**config.mk**
```make
export PLATFORM = sky130hd
export DESIGN_NAME = tci_top
export DESIGN_NICKNAME = d
export VERILOG_FILES = /design/src/verilog/tci_pkg.sv /design/src/verilog/tci_sync.sv /design/src/verilog/tci_timer.sv /design/src/verilog/tci_top.sv
export VERILOG_INCLUDE_DIRS = /design/src /design/src/verilog
export SDC_FILE = /design/constraint.sdc
export NUM_CORES = 1
export LEC_CHECK = 0
export BUFFER_PORTS_ARGS = -buffer_cell sky130_fd_sc_hd__clkbuf_2
export CAP_MARGIN = 20
export CORE_MARGIN = 2
export CORE_UTILIZATION = 55
export CTS_CLUSTER_DIAMETER = 50
export DETAILED_ROUTE_END_ITERATION = 6
export PLACE_DENSITY_LB_ADDON = 0.1
export SYNTH_ARGS = -nofsm -noshare
export SYNTH_HDL_FRONTEND = slang
export SYNTH_HIERARCHICAL = 1
export SYNTH_SLANG_ARGS = --single-unit
```
**constraint.sdc**
```tcl
create_clock -name I_REF_CLK -period 6.6 [get_ports I_REF_CLK]
set_clock_uncertainty 0.1 [all_clocks]
set_input_delay 0.66 -clock I_REF_CLK [delete_from_list [all_inputs] [get_ports I_REF_CLK]]
set_output_delay 0.66 -clock I_REF_CLK [all_outputs]
set_load 0.02 [all_outputs]
```
**src/verilog/tci_params.svh**
```systemverilog
`ifndef TCI_PARAMS_SVH
`define TCI_PARAMS_SVH
// APB register byte offsets
`define TCI_OFF_CTRL    12'h000
`define TCI_OFF_FUNC    12'h004
`define TCI_OFF_STATUS  12'h008
`define TCI_OFF_EVENT   12'h00C
`define TCI_OFF_RDATA   12'h010
`define TCI_OFF_WDATA   12'h014
// Control register fields
`define TCI_CTRL_CONNECT   0
`define TCI_CTRL_HSEL_LSB  1
`define TCI_CTRL_HSEL_MSB  3
// Function register fields
`define TCI_FN_IRQ_SEL     0
`define TCI_FN_EN_READY    1
`define TCI_FN_EN_EOP      2
`define TCI_FN_EN_ABN      3
`define TCI_FN_REW_UNLOAD  4
`define TCI_FN_READ        5
`define TCI_FN_WRITE       6
`define TCI_FN_CLR_UNLOAD  7
// Reset values
`define TCI_CTRL_RST       4'h0
`define TCI_COND_RST       3'h0
// Timing: clock rate and delays
`define TCI_CLK_MHZ        100
`define TCI_ABN_DLY_US     5
`define TCI_ABN_DLY_CYC    (`TCI_ABN_DLY_US * `TCI_CLK_MHZ)
`define TCI_FRAME_NS       20000
`define TCI_FRAME_CYC      ((`TCI_FRAME_NS + 9) / 10)
`define TCI_LOST_FRAMES    2
`define TCI_LOST_CYC       (`TCI_LOST_FRAMES * `TCI_FRAME_CYC)
`endif

```
**src/verilog/tci_pkg.sv**
```systemverilog
package tci_pkg;
	// Handler status as seen on the cable
	typedef struct packed {
		logic ready;
		logic busy;
		logic write_en;
		logic file_mark;
		logic load_point;
		logic end_of_tape;
		logic dens_556;
		logic dens_800;
		logic end_of_record;
	} tci_hdl_t;

	// Controller internal state feeding status
	typedef struct packed {
		logic write_ctl;
		logic read_ctl;
		logic write_motion;
		logic vpar_err;
		logic lpar_err;
		logic search;
	} tci_ctl_t;

	// Abnormal interrupt delay states
	typedef enum logic [1:0] {
		TCI_DLY_IDLE = 2'b00,
		TCI_DLY_RUN  = 2'b01,
		TCI_DLY_FIRE = 2'b10
	} tci_dly_t;
endpackage

```
**src/verilog/tci_sync.sv**
```systemverilog
module tci_sync (
	// Clock and reset
	input  wire logic i_clk,
	input  wire logic i_rst,
	input  wire logic i_ce,
	// Async level in, synced level out
	input  wire logic i_d,
	output logic      o_q
);
	logic meta_ff;
	logic sync_ff;

	// Two flops; first stage read only by second
	always_ff @(posedge i_clk or posedge i_rst) begin
		if (i_rst) begin
			meta_ff <= 1'b0;
			sync_ff <= 1'b0;
		end else if (i_ce) begin
			meta_ff <= i_d;
			sync_ff <= meta_ff;
		end
	end

	assign o_q = sync_ff;
endmodule

```
**src/verilog/tci_timer.sv**
```systemverilog
module tci_timer #(
	parameter int W = 10
) (
	// Clock and reset
	input  wire logic         i_clk,
	input  wire logic         i_rst,
	input  wire logic         i_ce,
	// Control
	input  wire logic         i_clr,
	input  wire logic         i_run,
	input  wire logic [W-1:0] i_limit,
	// Reached limit, level while held
	output logic              o_done
);
	logic [W-1:0] cnt_ff;

	// Counts while run, restarts on clear or idle
	always_ff @(posedge i_clk or posedge i_rst) begin
		if (i_rst) begin
			cnt_ff <= '0;
		end else if (i_ce) begin
			if (i_clr || !i_run) begin
				cnt_ff <= '0;
			end else if (cnt_ff != i_limit) begin
				cnt_ff <= cnt_ff + W'(1);
			end
		end
	end

	assign o_done = i_run && (cnt_ff == i_limit);
endmodule

```
**src/verilog/tci_top.sv**
```systemverilog
// Notes on behaviour
// - Rewind-unload handler is unusable until reload
// - Three interrupt-condition flags set by functions
// - Ready and not busy raises interrupt
// - Interrupt flag drives line and lamp
// - Interrupt holds until new select or conditions cleared
// - End of record with idle-seen raises interrupt
// - Channel busy falling sets idle-seen flag
// - Abnormal conditions at end of record interrupt
// - Abnormal interrupt blocks new tape motion
// - Improper ready drop raises abnormal interrupt
// - Eleven status lines readable any time
// - Status lines enabled only while connected
// - Bit 0 ready, bit 1 ready and active
// - Bits 2-5 write enable, mark, load, end
// - Bits 6-7 encode density
// - Bits 8-10 lost, end op, parity
// - Write data gap of two frames loses
// - Lost data sets bit, interrupt, blocks writes
// - Lost data cleared by function, connect, clear
// - Read word held until host drops data
// - Unaccepted word at next frame loses data
// - Read lost interrupt 5 us after record end
// - Read lost sets record disconnect, blocks reads
//
// Local design decisions: the APB slave port and the address map.
module tci_top (
	// Clock, reset, enable
	input  wire logic                 I_REF_CLK,
	input  wire logic                 I_RST,
	input  wire logic                 I_CE,
	// APB slave
	input  wire logic                 I_PSEL,
	input  wire logic                 I_PENABLE,
	input  wire logic                 I_PWRITE,
	input  wire logic [11:0]          I_PADDR,
	input  wire logic [31:0]          I_PWDATA,
	output logic      [31:0]          O_PRDATA,
	output logic                      O_PREADY,
	output logic                      O_PSLVERR,
	// Data channel pins
	input  wire logic                 I_CHAN_BUSY,
	input  wire logic                 I_CHAN_DATA,
	input  wire logic                 I_CHAN_INT,
	output logic                      O_INTERRUPT,
	output logic                      O_INT_LAMP,
	output logic                      O_EOR_TO_CHAN,
	output logic      [10:0]          O_STATUS,
	// Tape handler pins
	input  wire tci_pkg::tci_hdl_t    I_HDL,
	input  wire logic                 I_READ_SPROCKET,
	input  wire logic                 I_CHECK_CHAR,
	output logic                      O_REWIND_UNLOAD,
	output logic                      O_READ_START,
	output logic                      O_WRITE_SELECT,
	// Internal controller state
	input  wire tci_pkg::tci_ctl_t    I_CTL
);
`include "tci_params.svh"

	logic [3:0]  ctrl_ff;
	logic        int_ff, en_ready_ff, en_eop_ff, en_abn_ff;
	logic        idle_seen_ff, lost_ff, abn_hit_ff, eor_disc_ff;
	logic        rew_unl_ff, read_ff, write_ff, ready_d_ff;
	logic [7:0]  unload_ff;
	logic [31:0] rdata_ff, wdata_ff, hold_ff;
	logic        hold_full_ff, busy_d_ff, eor_d_ff, spr_d_ff;
	tci_pkg::tci_dly_t dly_ff;
	tci_pkg::tci_hdl_t hdl_s;
	logic        chan_busy_s, chan_data_s, chan_int_s, spr_s, chk_s;
	logic        wr_acc, rd_acc, fn_wr, ctrl_wr, connect_new;
	logic        eor_rise, spr_rise, busy_fall, abn_cond, motion_ok;
	logic        lost_wr, lost_rd, dly_done, unusable;
	logic [31:0] fn;
	logic [2:0]  hsel;
	logic [10:0] status_raw;

	// Synchronise every pin input
	genvar g;
	for (g = 0; g < 9; g++) begin : g_hdl
		tci_sync u_s (.i_clk(I_REF_CLK), .i_rst(I_RST), .i_ce(I_CE),
			.i_d(I_HDL[g]), .o_q(hdl_s[g]));
	end
	tci_sync u_cb (.i_clk(I_REF_CLK), .i_rst(I_RST), .i_ce(I_CE),
		.i_d(I_CHAN_BUSY), .o_q(chan_busy_s));
	tci_sync u_cd (.i_clk(I_REF_CLK), .i_rst(I_RST), .i_ce(I_CE),
		.i_d(I_CHAN_DATA), .o_q(chan_data_s));
	tci_sync u_ci (.i_clk(I_REF_CLK), .i_rst(I_RST), .i_ce(I_CE),
		.i_d(I_CHAN_INT), .o_q(chan_int_s));
	tci_sync u_sp (.i_clk(I_REF_CLK), .i_rst(I_RST), .i_ce(I_CE),
		.i_d(I_READ_SPROCKET), .o_q(spr_s));
	tci_sync u_ck (.i_clk(I_REF_CLK), .i_rst(I_RST), .i_ce(I_CE),
		.i_d(I_CHECK_CHAR), .o_q(chk_s));

	// APB decode; zero-wait slave
	assign wr_acc      = I_PSEL && I_PENABLE && I_PWRITE;
	assign rd_acc      = I_PSEL && I_PENABLE && !I_PWRITE;
	assign fn_wr       = wr_acc && (I_PADDR == `TCI_OFF_FUNC);
	assign ctrl_wr     = wr_acc && (I_PADDR == `TCI_OFF_CTRL);
	assign fn          = I_PWDATA;
	assign connect_new = ctrl_wr && I_PWDATA[`TCI_CTRL_CONNECT] && !ctrl_ff[0];
	assign hsel        = ctrl_ff[`TCI_CTRL_HSEL_MSB:`TCI_CTRL_HSEL_LSB];
	assign O_PREADY    = 1'b1;
	assign O_PSLVERR   = I_PSEL && I_PENABLE && !(I_PADDR == `TCI_OFF_CTRL
		|| I_PADDR == `TCI_OFF_FUNC || I_PADDR == `TCI_OFF_STATUS
		|| I_PADDR == `TCI_OFF_EVENT || I_PADDR == `TCI_OFF_RDATA
		|| I_PADDR == `TCI_OFF_WDATA);

	// Edge detection on synced levels
	always_ff @(posedge I_REF_CLK or posedge I_RST) begin
		if (I_RST) begin
			busy_d_ff  <= 1'b0;
			eor_d_ff   <= 1'b0;
			spr_d_ff   <= 1'b0;
			ready_d_ff <= 1'b0;
		end else if (I_CE) begin
			busy_d_ff  <= chan_busy_s;
			eor_d_ff   <= hdl_s.end_of_record;
			spr_d_ff   <= spr_s;
			ready_d_ff <= hdl_s.ready;
		end
	end
	assign busy_fall = busy_d_ff && !chan_busy_s;
	assign eor_rise  = hdl_s.end_of_record && !eor_d_ff;
	assign spr_rise  = spr_s && !spr_d_ff;

	// Connect and handler select
	always_ff @(posedge I_REF_CLK or posedge I_RST) begin
		if (I_RST) begin
			ctrl_ff <= `TCI_CTRL_RST;
		end else if (I_CE && ctrl_wr) begin
			ctrl_ff <= I_PWDATA[3:0];
		end
	end

	// Interrupt-condition flags, master clear zeroes them
	always_ff @(posedge I_REF_CLK or posedge I_RST) begin
		if (I_RST) begin
			{en_abn_ff, en_eop_ff, en_ready_ff} <= `TCI_COND_RST;
		end else if (I_CE && fn_wr && fn[`TCI_FN_IRQ_SEL]) begin
			en_ready_ff <= fn[`TCI_FN_EN_READY];
			en_eop_ff   <= fn[`TCI_FN_EN_EOP];
			en_abn_ff   <= fn[`TCI_FN_EN_ABN];
		end
	end

	// Idle-seen flag; a set wins over function clear
	always_ff @(posedge I_REF_CLK or posedge I_RST) begin
		if (I_RST) begin
			idle_seen_ff <= 1'b0;
		end else if (I_CE) begin
			if (busy_fall) begin
				idle_seen_ff <= 1'b1;
			end else if (fn_wr) begin
				idle_seen_ff <= 1'b0;
			end
		end
	end

	// Abnormal conditions sampled at end of record
	assign abn_cond = lost_ff || I_CTL.lpar_err || I_CTL.vpar_err
		|| hdl_s.load_point || (I_CTL.search && hdl_s.file_mark)
		|| hdl_s.end_of_tape;

	// Delay 5 us after record end when read data lost
	tci_timer #(.W(10)) u_dly (
		.i_clk   (I_REF_CLK),
		.i_rst   (I_RST),
		.i_ce    (I_CE),
		.i_clr   (fn_wr),
		.i_run   (dly_ff == tci_pkg::TCI_DLY_RUN),
		.i_limit (10'(`TCI_ABN_DLY_CYC - 1)),
		.o_done  (dly_done)
	);
	always_ff @(posedge I_REF_CLK or posedge I_RST) begin
		if (I_RST) begin
			dly_ff <= tci_pkg::TCI_DLY_IDLE;
		end else if (I_CE) begin
			case (dly_ff)
				tci_pkg::TCI_DLY_IDLE: begin
					if (eor_rise && en_abn_ff && lost_ff && I_CTL.read_ctl) begin
						dly_ff <= tci_pkg::TCI_DLY_RUN;
					end
				end
				tci_pkg::TCI_DLY_RUN: begin
					if (fn_wr) begin
						dly_ff <= tci_pkg::TCI_DLY_IDLE;
					end else if (dly_done) begin
						dly_ff <= tci_pkg::TCI_DLY_FIRE;
					end
				end
				tci_pkg::TCI_DLY_FIRE: dly_ff <= tci_pkg::TCI_DLY_IDLE;
				default: dly_ff <= tci_pkg::TCI_DLY_IDLE;
			endcase
		end
	end

	// Interrupt flag; set sources win over clear
	logic set_rdy, set_eop, set_abn_now, set_abn_drop;
	assign set_rdy      = en_ready_ff && hdl_s.ready && !hdl_s.busy;
	assign set_eop      = en_eop_ff && eor_rise && idle_seen_ff;
	assign set_abn_now  = en_abn_ff && eor_rise && abn_cond
		&& !(lost_ff && I_CTL.read_ctl);
	// Ready lost mid-operation is improper
	assign set_abn_drop = en_abn_ff && ready_d_ff && !hdl_s.ready
		&& (I_CTL.read_ctl || I_CTL.write_ctl || I_CTL.write_motion);
	always_ff @(posedge I_REF_CLK or posedge I_RST) begin
		if (I_RST) begin
			int_ff     <= 1'b0;
			abn_hit_ff <= 1'b0;
		end else if (I_CE) begin
			if (set_rdy || set_eop || set_abn_now || set_abn_drop
				|| dly_ff == tci_pkg::TCI_DLY_FIRE) begin
				int_ff <= 1'b1;
				abn_hit_ff <= abn_hit_ff || set_abn_now || set_abn_drop
					|| (dly_ff == tci_pkg::TCI_DLY_FIRE);
			end else if ((fn_wr && fn[`TCI_FN_IRQ_SEL])
				|| !(en_ready_ff || en_eop_ff || en_abn_ff)) begin
				int_ff     <= 1'b0;
				abn_hit_ff <= 1'b0;
			end
		end
	end
	assign O_INTERRUPT = int_ff;
	assign O_INT_LAMP  = int_ff;

	// Lost data: write gap timer and read overrun
	logic gap_done;
	tci_timer #(.W(12)) u_gap (
		.i_clk   (I_REF_CLK),
		.i_rst   (I_RST),
		.i_ce    (I_CE),
		.i_clr   (chan_data_s),
		.i_run   (I_CTL.write_ctl),
		.i_limit (12'(`TCI_LOST_CYC - 1)),
		.o_done  (gap_done)
	);
	assign lost_wr = gap_done;
	assign lost_rd = I_CTL.read_ctl && spr_rise && hold_full_ff;
	always_ff @(posedge I_REF_CLK or posedge I_RST) begin
		if (I_RST) begin
			lost_ff <= 1'b0;
		end else if (I_CE) begin
			if (lost_wr || lost_rd) begin
				lost_ff <= 1'b1;
			end else if (fn_wr || connect_new) begin
				lost_ff <= 1'b0;
			end
		end
	end

	// Holding register released when host drops data
	always_ff @(posedge I_REF_CLK or posedge I_RST) begin
		if (I_RST) begin
			hold_full_ff <= 1'b0;
			hold_ff      <= 32'h0000_0000;
		end else if (I_CE) begin
			if (spr_rise && I_CTL.read_ctl && !hold_full_ff) begin
				hold_full_ff <= 1'b1;
				hold_ff      <= {26'h0, hdl_s[5:0]};
			end else if (hold_full_ff && !chan_data_s && busy_d_ff) begin
				hold_full_ff <= 1'b0;
			end
		end
	end

	// Record disconnect to channel, ends after check character
	always_ff @(posedge I_REF_CLK or posedge I_RST) begin
		if (I_RST) begin
			eor_disc_ff <= 1'b0;
		end else if (I_CE) begin
			if (lost_ff && I_CTL.read_ctl) begin
				eor_disc_ff <= 1'b1;
			end else if (chk_s || fn_wr) begin
				eor_disc_ff <= 1'b0;
			end
		end
	end
	assign O_EOR_TO_CHAN = eor_disc_ff;

	// Unloaded handlers stay blocked until software marks reload
	always_ff @(posedge I_REF_CLK or posedge I_RST) begin
		if (I_RST) begin
			unload_ff <= 8'h00;
		end else if (I_CE && fn_wr) begin
			if (fn[`TCI_FN_REW_UNLOAD] && !unload_ff[hsel]) begin
				unload_ff[hsel] <= 1'b1;
			end else if (fn[`TCI_FN_CLR_UNLOAD]) begin
				unload_ff[hsel] <= 1'b0;
			end
		end
	end
	assign unusable  = unload_ff[hsel];
	assign motion_ok = ctrl_ff[0] && !unusable && !(int_ff && abn_hit_ff);

	// Motion directives out to the handler
	always_ff @(posedge I_REF_CLK or posedge I_RST) begin
		if (I_RST) begin
			rew_unl_ff <= 1'b0;
			read_ff    <= 1'b0;
			write_ff   <= 1'b0;
		end else if (I_CE) begin
			rew_unl_ff <= fn_wr && fn[`TCI_FN_REW_UNLOAD] && motion_ok;
			if (fn_wr) begin
				read_ff  <= fn[`TCI_FN_READ] && motion_ok && !lost_ff;
				write_ff <= fn[`TCI_FN_WRITE] && motion_ok && !lost_ff;
			end else if (hdl_s.end_of_record) begin
				read_ff  <= 1'b0;
				write_ff <= 1'b0;
			end
		end
	end
	assign O_REWIND_UNLOAD = rew_unl_ff;
	assign O_READ_START    = read_ff;
	assign O_WRITE_SELECT  = write_ff;

	// Status lines, gated by connect
	always_comb begin
		status_raw[0]  = hdl_s.ready;
		status_raw[1]  = hdl_s.ready && (hdl_s.busy || I_CTL.write_ctl
			|| I_CTL.read_ctl || I_CTL.write_motion
			|| (chan_busy_s && lost_ff && chan_int_s));
		status_raw[2]  = hdl_s.write_en;
		status_raw[3]  = hdl_s.file_mark;
		status_raw[4]  = hdl_s.load_point;
		status_raw[5]  = hdl_s.end_of_tape;
		// Neither density line means 200, shown as both bits
		status_raw[6]  = hdl_s.dens_556 || !(hdl_s.dens_556 || hdl_s.dens_800);
		status_raw[7]  = hdl_s.dens_800 || !(hdl_s.dens_556 || hdl_s.dens_800);
		status_raw[8]  = lost_ff;
		status_raw[9]  = idle_seen_ff && hdl_s.end_of_record;
		status_raw[10] = I_CTL.vpar_err || I_CTL.lpar_err;
	end
	always_ff @(posedge I_REF_CLK or posedge I_RST) begin
		if (I_RST) begin
			O_STATUS <= 11'h000;
		end else if (I_CE) begin
			O_STATUS <= ctrl_ff[0] ? status_raw : 11'h000;
		end
	end

	// Write data shadow register
	always_ff @(posedge I_REF_CLK or posedge I_RST) begin
		if (I_RST) begin
			wdata_ff <= 32'h0000_0000;
		end else if (I_CE && wr_acc && I_PADDR == `TCI_OFF_WDATA) begin
			wdata_ff <= I_PWDATA;
		end
	end

	// Read mux, registered at setup so data is ready in access
	always_ff @(posedge I_REF_CLK or posedge I_RST) begin
		if (I_RST) begin
			rdata_ff <= 32'h0000_0000;
		end else if (I_CE && I_PSEL && !I_PENABLE && !I_PWRITE) begin
			case (I_PADDR)
				`TCI_OFF_CTRL:   rdata_ff <= {28'h0, ctrl_ff};
				`TCI_OFF_FUNC:   rdata_ff <= {28'h0, en_abn_ff, en_eop_ff,
					en_ready_ff, 1'b0};
				`TCI_OFF_STATUS: rdata_ff <= {21'h0, O_STATUS};
				`TCI_OFF_EVENT:  rdata_ff <= {24'h0, unusable, eor_disc_ff,
					hold_full_ff, abn_hit_ff, lost_ff, idle_seen_ff, int_ff, 1'b0};
				`TCI_OFF_RDATA:  rdata_ff <= hold_ff;
				`TCI_OFF_WDATA:  rdata_ff <= wdata_ff;
				default:         rdata_ff <= 32'h0000_0000;
			endcase
		end
	end
	assign O_PRDATA = rdata_ff;
endmodule

```
* Yosys cells after proc, flatten, opt, wreduce, memory -nomap -nowiden
Index checks and enable logic that the tools add are counted. Widths: inputs -> output; s select.
Operators by class: add/sub/neg operators 2, bitwise operators 3, equality and inequality tests 13, order comparisons 2, multiplexer cells 30, reduce and logical (&&, ||, !) cells 131
Operator list (count):
- $pmux 32 s6 | 1
- $logic_and 1x1->1 | 55
- $logic_or 1x1->1 | 35
- $eq 12x4->1 const B | 2
- $eq 12x5->1 const B | 2
- $mux 12 | 2
- $mux 10 | 2
- $reduce_and 2->1 | 10
- $logic_not 1->1 | 19
- $reduce_bool 2->1 | 9
- $mux 1 | 16
- $mux 8 | 2
- $add 12x1->12 const B | 1
- $eq 12x12->1 const B | 1
- $eq 12x3->1 const B | 1
- $logic_not 12->1 | 1
- $ne 12x12->1 const B | 1
- $mux 11 | 1
- $add 10x1->10 const B | 1
- $eq 10x9->1 const B | 1
- $ne 10x9->1 const B | 1
- $and 8x8->8 | 1
- $not 8->8 | 1
- $or 8x8->8 | 1
- other kinds (12) | 14
Storage, ports and cells: flip-flop bits (word level) 161, logic and storage cells 234, bits of input ports 70

* Logic depth before layout (Yosys ltp)
word-level depth 12, mapped depth 9, gate-level depth less buffers 8

* Modules after synthesis
The synthesis kept the hierarchy.
Modules (own cells, without submodules):
- tci_top | instances 1, cells an instance 417, area an instance 5016.1 µm², seq. area each 2777.7 µm²
- tci_sync | instances 14, cells an instance 5, area an instance 76.3 µm², seq. area each 50.0 µm²
- tci_timer at u_gap | instances 1, cells an instance 96, area an instance 917.1 µm², seq. area each 300.3 µm²
- tci_timer at u_dly | instances 1, cells an instance 74, area an instance 711.9 µm², seq. area each 250.2 µm²

* Worst setup path after synthesis
No wires, ideal clock.
kind input-to-reg, start point in I_PADDR[7], end point reg u_dly.cnt_ff[2], arrival 2.779 ns, buffers on the path 1, setup slack 3.595 ns, cell stages on the path 8, library setup time 0.126 ns, cells stage by stage or3_1 -> clkbuf_1 -> or4b_2 -> nor4_2 -> and2b_1 -> nand2_1 -> nor4b_1 -> a311o_1
Between the ends: longest elaborated chain between the ends 5, elaborated cells between the ends (all ways) 6, those cells by class eq/ne: 1; mux: 1; reduce/logical: 4
RTL lines:
- start, declared | line tci_top.sv:36 | input wire logic [11:0] I_PADDR,
- $eq 12x3->1 (*)
- $logic_and 1x1->1 (*) | line tci_top.sv:98 | assign fn_wr = wr_acc && (I_PADDR == `TCI_OFF_FUNC);
- net fn_wr | line tci_top.sv:71 | logic wr_acc, rd_acc, fn_wr, ctrl_wr, connect_new;
- $logic_or 1x1->1 (*) | line tci_timer.sv:22 | if (i_clr || !i_run) begin
- $reduce_bool 2->1 (no source line)
- $reduce_and 2->1 (no source line)
- end signal, assigned | line tci_timer.sv:25 | cnt_ff <= cnt_ff + W'(1);
- end, declared | line tci_timer.sv:15 | logic [W-1:0] cnt_ff;
Mark *: on every way through the listed nets, which the timed path passes. The rest lies on a longest branch. A chain may end at the register's enable or synchronous reset.

* Final worst setup path
start point in I_PADDR[7], end point reg u_dly.cnt_ff[5]
The elaborated chain is that of the path after synthesis.

==> impl_metrics.py <==
metrics = {
    "global_routing": {
        "grt.total_usage_pct": 25.84,
        "overflow": 0,
        "grt_pass1_wl_um": 29750,
        "grt_pass1_vias": 5843,
        "grt_max_degree": 84,
        "antenna_found_initial": 0,
    },
    "final_layout": {
        "nFillCells": 1111,
        "layout_commonest_cell": "dfrtp_1",
        "final_cell_mix": "161 x dfrtp_1, 119 x clkbuf_2, 48 x mux2_2, 43 x nand2_1, 40 x o21ai_0",
        "n_antenna_cell": 0,
        "drive_above_1_share_pct": 31.42,
        "nets": 861,
        "synthToLayoutAreaGrowth_pct": 18.18,
        "final_core_util_pct": 66.19,
        "layout.cells.non_filler": 982,
    },
    "synthesis": {
        "syn_inst": 657,
        "synth_cell_types": 71,
        "synth-seq-cells": 161,
        "ys_seq_area_share_pct": 52.23,
        "synth_area_um2": 7714,
        "yosys_warnings": 6,
        "avgSynthCellArea_um2": 11.74,
        "async_flop_share_pct": 100.0,
        "synth_top_flop_cell": "dfrtp_1",
        "synth-edff-count": 0,
    },
    "die": {
        "start_util_pct": 56.00,
        "rows": 43,
        "die_h_um": 122.4,
        "coreArea_um2": 13770,
        "io_pins": 121,
        "die_w_um": 122.4,
        "dieArea_um2": 14990,
    },
    "drt": {
        "dr_total_vias": 5803,
        "viasPerCell": 5.909,
        "wire_per_inst_um": 18.75,
        "dr.pass1.iters": 6,
        "ant_nets": 0,
        "drtIter0Drc": 462,
        "route.detailed.drc": 0,
        "drt_wl_total_um": 18410,
    },
    "power": {
        "power_density_nw_per_um2": 265.4,
        "ir_drop_v": 0.0001613,
        "leakage_nw": 4.478,
    },
    "timing": {
        "fmax_mhz": 311.7,
        "timing.setup.tns_ps": 0,
        "finalCriticalPeriod_ps": 3208,
        "rsz0062_at_grt": "false",
        "min_period_over_period_pct": 48.60,
        "final-setup-viol-count": 0,
        "worst_pin_slew_ps": 932.9,
        "final-max-slew-violation-count": 0,
        "relSlewSlack_pct": 37.68,
        "hold_viol": 0,
    },
    "critical_path": {
        "crit_path_end": "u_dly/cnt_ff[5]",
        "reg2reg_from": "u_cd/o_q",
        "startpoint_type": "input port",
        "r2r_slack_ps": 4030,
        "r2r_cells": 5,
        "path_class": "in -> reg",
        "crit_start": "I_PADDR[7]",
        "rr_endpoint": "u_gap/cnt_ff[7]",
        "crit_path_end_kind": "flip-flop",
        "crit_required_ps": 6790,
        "worstPathMaxFanout": 9,
        "worstPathArrival_ps": 3400,
    },
    "cts": {
        "numClockSinks": 161,
        "htree_num_levels": 4,
        "cts_buffers": 17,
        "clk_path_buf_depth": 2,
        "postCtsSetupBuffers": 0,
        "cts_tree": "done",
        "insertion_delay_ps": 420,
        "cts_hold_buffers": 0,
        "cts_resized": 0,
        "clock-root-buffer": "clkbuf_16",
        "path_clk_slew_ps": 60,
    },
    "place": {
        "dp_hpwl_um": 12930,
        "port_buffers": 119,
        "placed_cells": 949,
        "place.gp.congestion": 0.8562,
    },
    "run": {
        "max-cap-violations": 0,
    },
    "outcome": {
        "status": "complete, no violations",
    },
    "hold_path": {
        "hold_class": "in -> async",
    },
}
-- cell usage after synthesis, types with 3 or more instances --
cell       number  area share (%)
mux4_2          3            0.88
buf_4           3            0.29
nand2_1        43             2.1
o311ai_1        3            0.34
o211ai_1        5            0.49
nor4_1          8            0.65
nand2b_1       11            0.89
mux2_4         30             5.8
xnor2_1        19             2.2
nor2_1         20            0.97
or3_1           3            0.24
nor3_1          3            0.19
a22o_1         26             3.0
buf_2           3            0.19
inv_1          35             1.7
o41ai_1         4            0.45
buf_6           7             1.0
o311ai_0        8            0.91
or4_1          11             1.1
nand4_1        11            0.89
a22oi_1         8            0.78
o21ai_0        40             2.6
and3_1          4            0.32
a2bb2oi_1       6            0.68
nand3b_1        4            0.39
mux2_2         48             7.0
a211o_1         5            0.57
and2_1          6            0.49
clkbuf_1       19            0.92
nor2b_1         6            0.49
a21o_1          4            0.39
a21oi_1        10            0.65
dfrtp_1       161              52
nand3_1        21             1.4
o21ai_1         3            0.19
mux2i_1         4            0.52
nand4b_1        3            0.34
a31oi_1         5            0.41
o211a_1         3            0.39
-- cells by family (layout without fill, tap and decap cells) --
group / after synthesis / after routing / share of synthesized area (%)
AO/OA/AOI/OAI: 145 / 145 / 13.48
XOR/XNOR: 22 / 22 / 2.595
adder cells (fa/ha/maj): 2 / 2 / 0.3244
buffers and inverters: 69 / 193 / 4.234
flip-flops: 161 / 161 / 52.23
multiplexers: 85 / 85 / 14.24
other: 2 / 23 / 0.09736
AND/OR/NAND/NOR: 171 / 171 / 12.80
-- through the flow --
stage / instance area [µm²] / total power [mW] / worst slack (ps) / hold slack (ps)
detailed placement: 8458 / 1.391 / 3056 / 369.7
finish: 9116 / 2.419 / 3392 / 262.5
global placement: 8458 / 1.380 / 3155 / 362.8
floorplan: 7792 / 1.283 / 2909 / 301.2
CTS: 9089 / 2.437 / 3501 / 285.7
global route: 9116 / 2.514 / 3345 / 293.9
-- worst min-delay path by stage --
stage | slack, ps | endpoint
global placement | 360 | O_PRDATA[6]
global route | 290 | g_hdl[2].u_s/meta_ff
detailed placement | 370 | O_PRDATA[0]
floorplan | 300 | g_hdl[0].u_s/meta_ff
CTS | 290 | g_hdl[8].u_s/meta_ff
finish | 260 | g_hdl[8].u_s/meta_ff
-- power breakdown --
part | switching, mW | leakage [nW] | internal [mW]
logic | 0.133 | 2.05 | 0.110
registers | 0.0755 | 2.13 | 1.06
clock network | 0.407 | 0.301 | 0.637
-- metal layers --
layer | GRT usage (%) | wire length (µm) | vias to the layer above | part of all wire [%]
li1 | - | - | 2663 | -
met1 | 35.48 | 7995 | 2913 | 43
met2 | 40.69 | 8936 | 199 | 49
met3 | 5.437 | 1101 | 28 | 6.0
met4 | 9.626 | 380 | 0 | 2.1
met5 | 0 | 0 | - | 0
-- sequential cells by signal (all words and copies together) (netlist names), 2 cells and up, named ones only --
name,cells
wdata_ff,32
dly_ff,2
g_hdl.u_s/o_q,9
O_PRDATA,32
O_STATUS,11
ctrl_ff,4
g_hdl.u_s/meta_ff,9
u_gap/cnt_ff,12
hold_ff,6
u_dly/cnt_ff,10
-- cell type report --
type	count	area [µm²]	area share, %
timing repair buffer	124	653.1	7.164
multi-input combinational	448	3437	37.70
tap	180	225.2	2.470
clock buffer	17	425.4	4.666
clock inverter	15	205.2	2.251
sequential	161	4029	44.19
inverter	37	141.4	1.551
-- critical path, stage by stage --
cell and delay (ps):
clkbuf_2 80, or3_1 460, or4b_2 650, nor4_2 520
and2b_1 340, nand2_1 270, or4_1 170, o22ai_1 50
nand2b_1 180
Power figures use the tool's default switching activity.
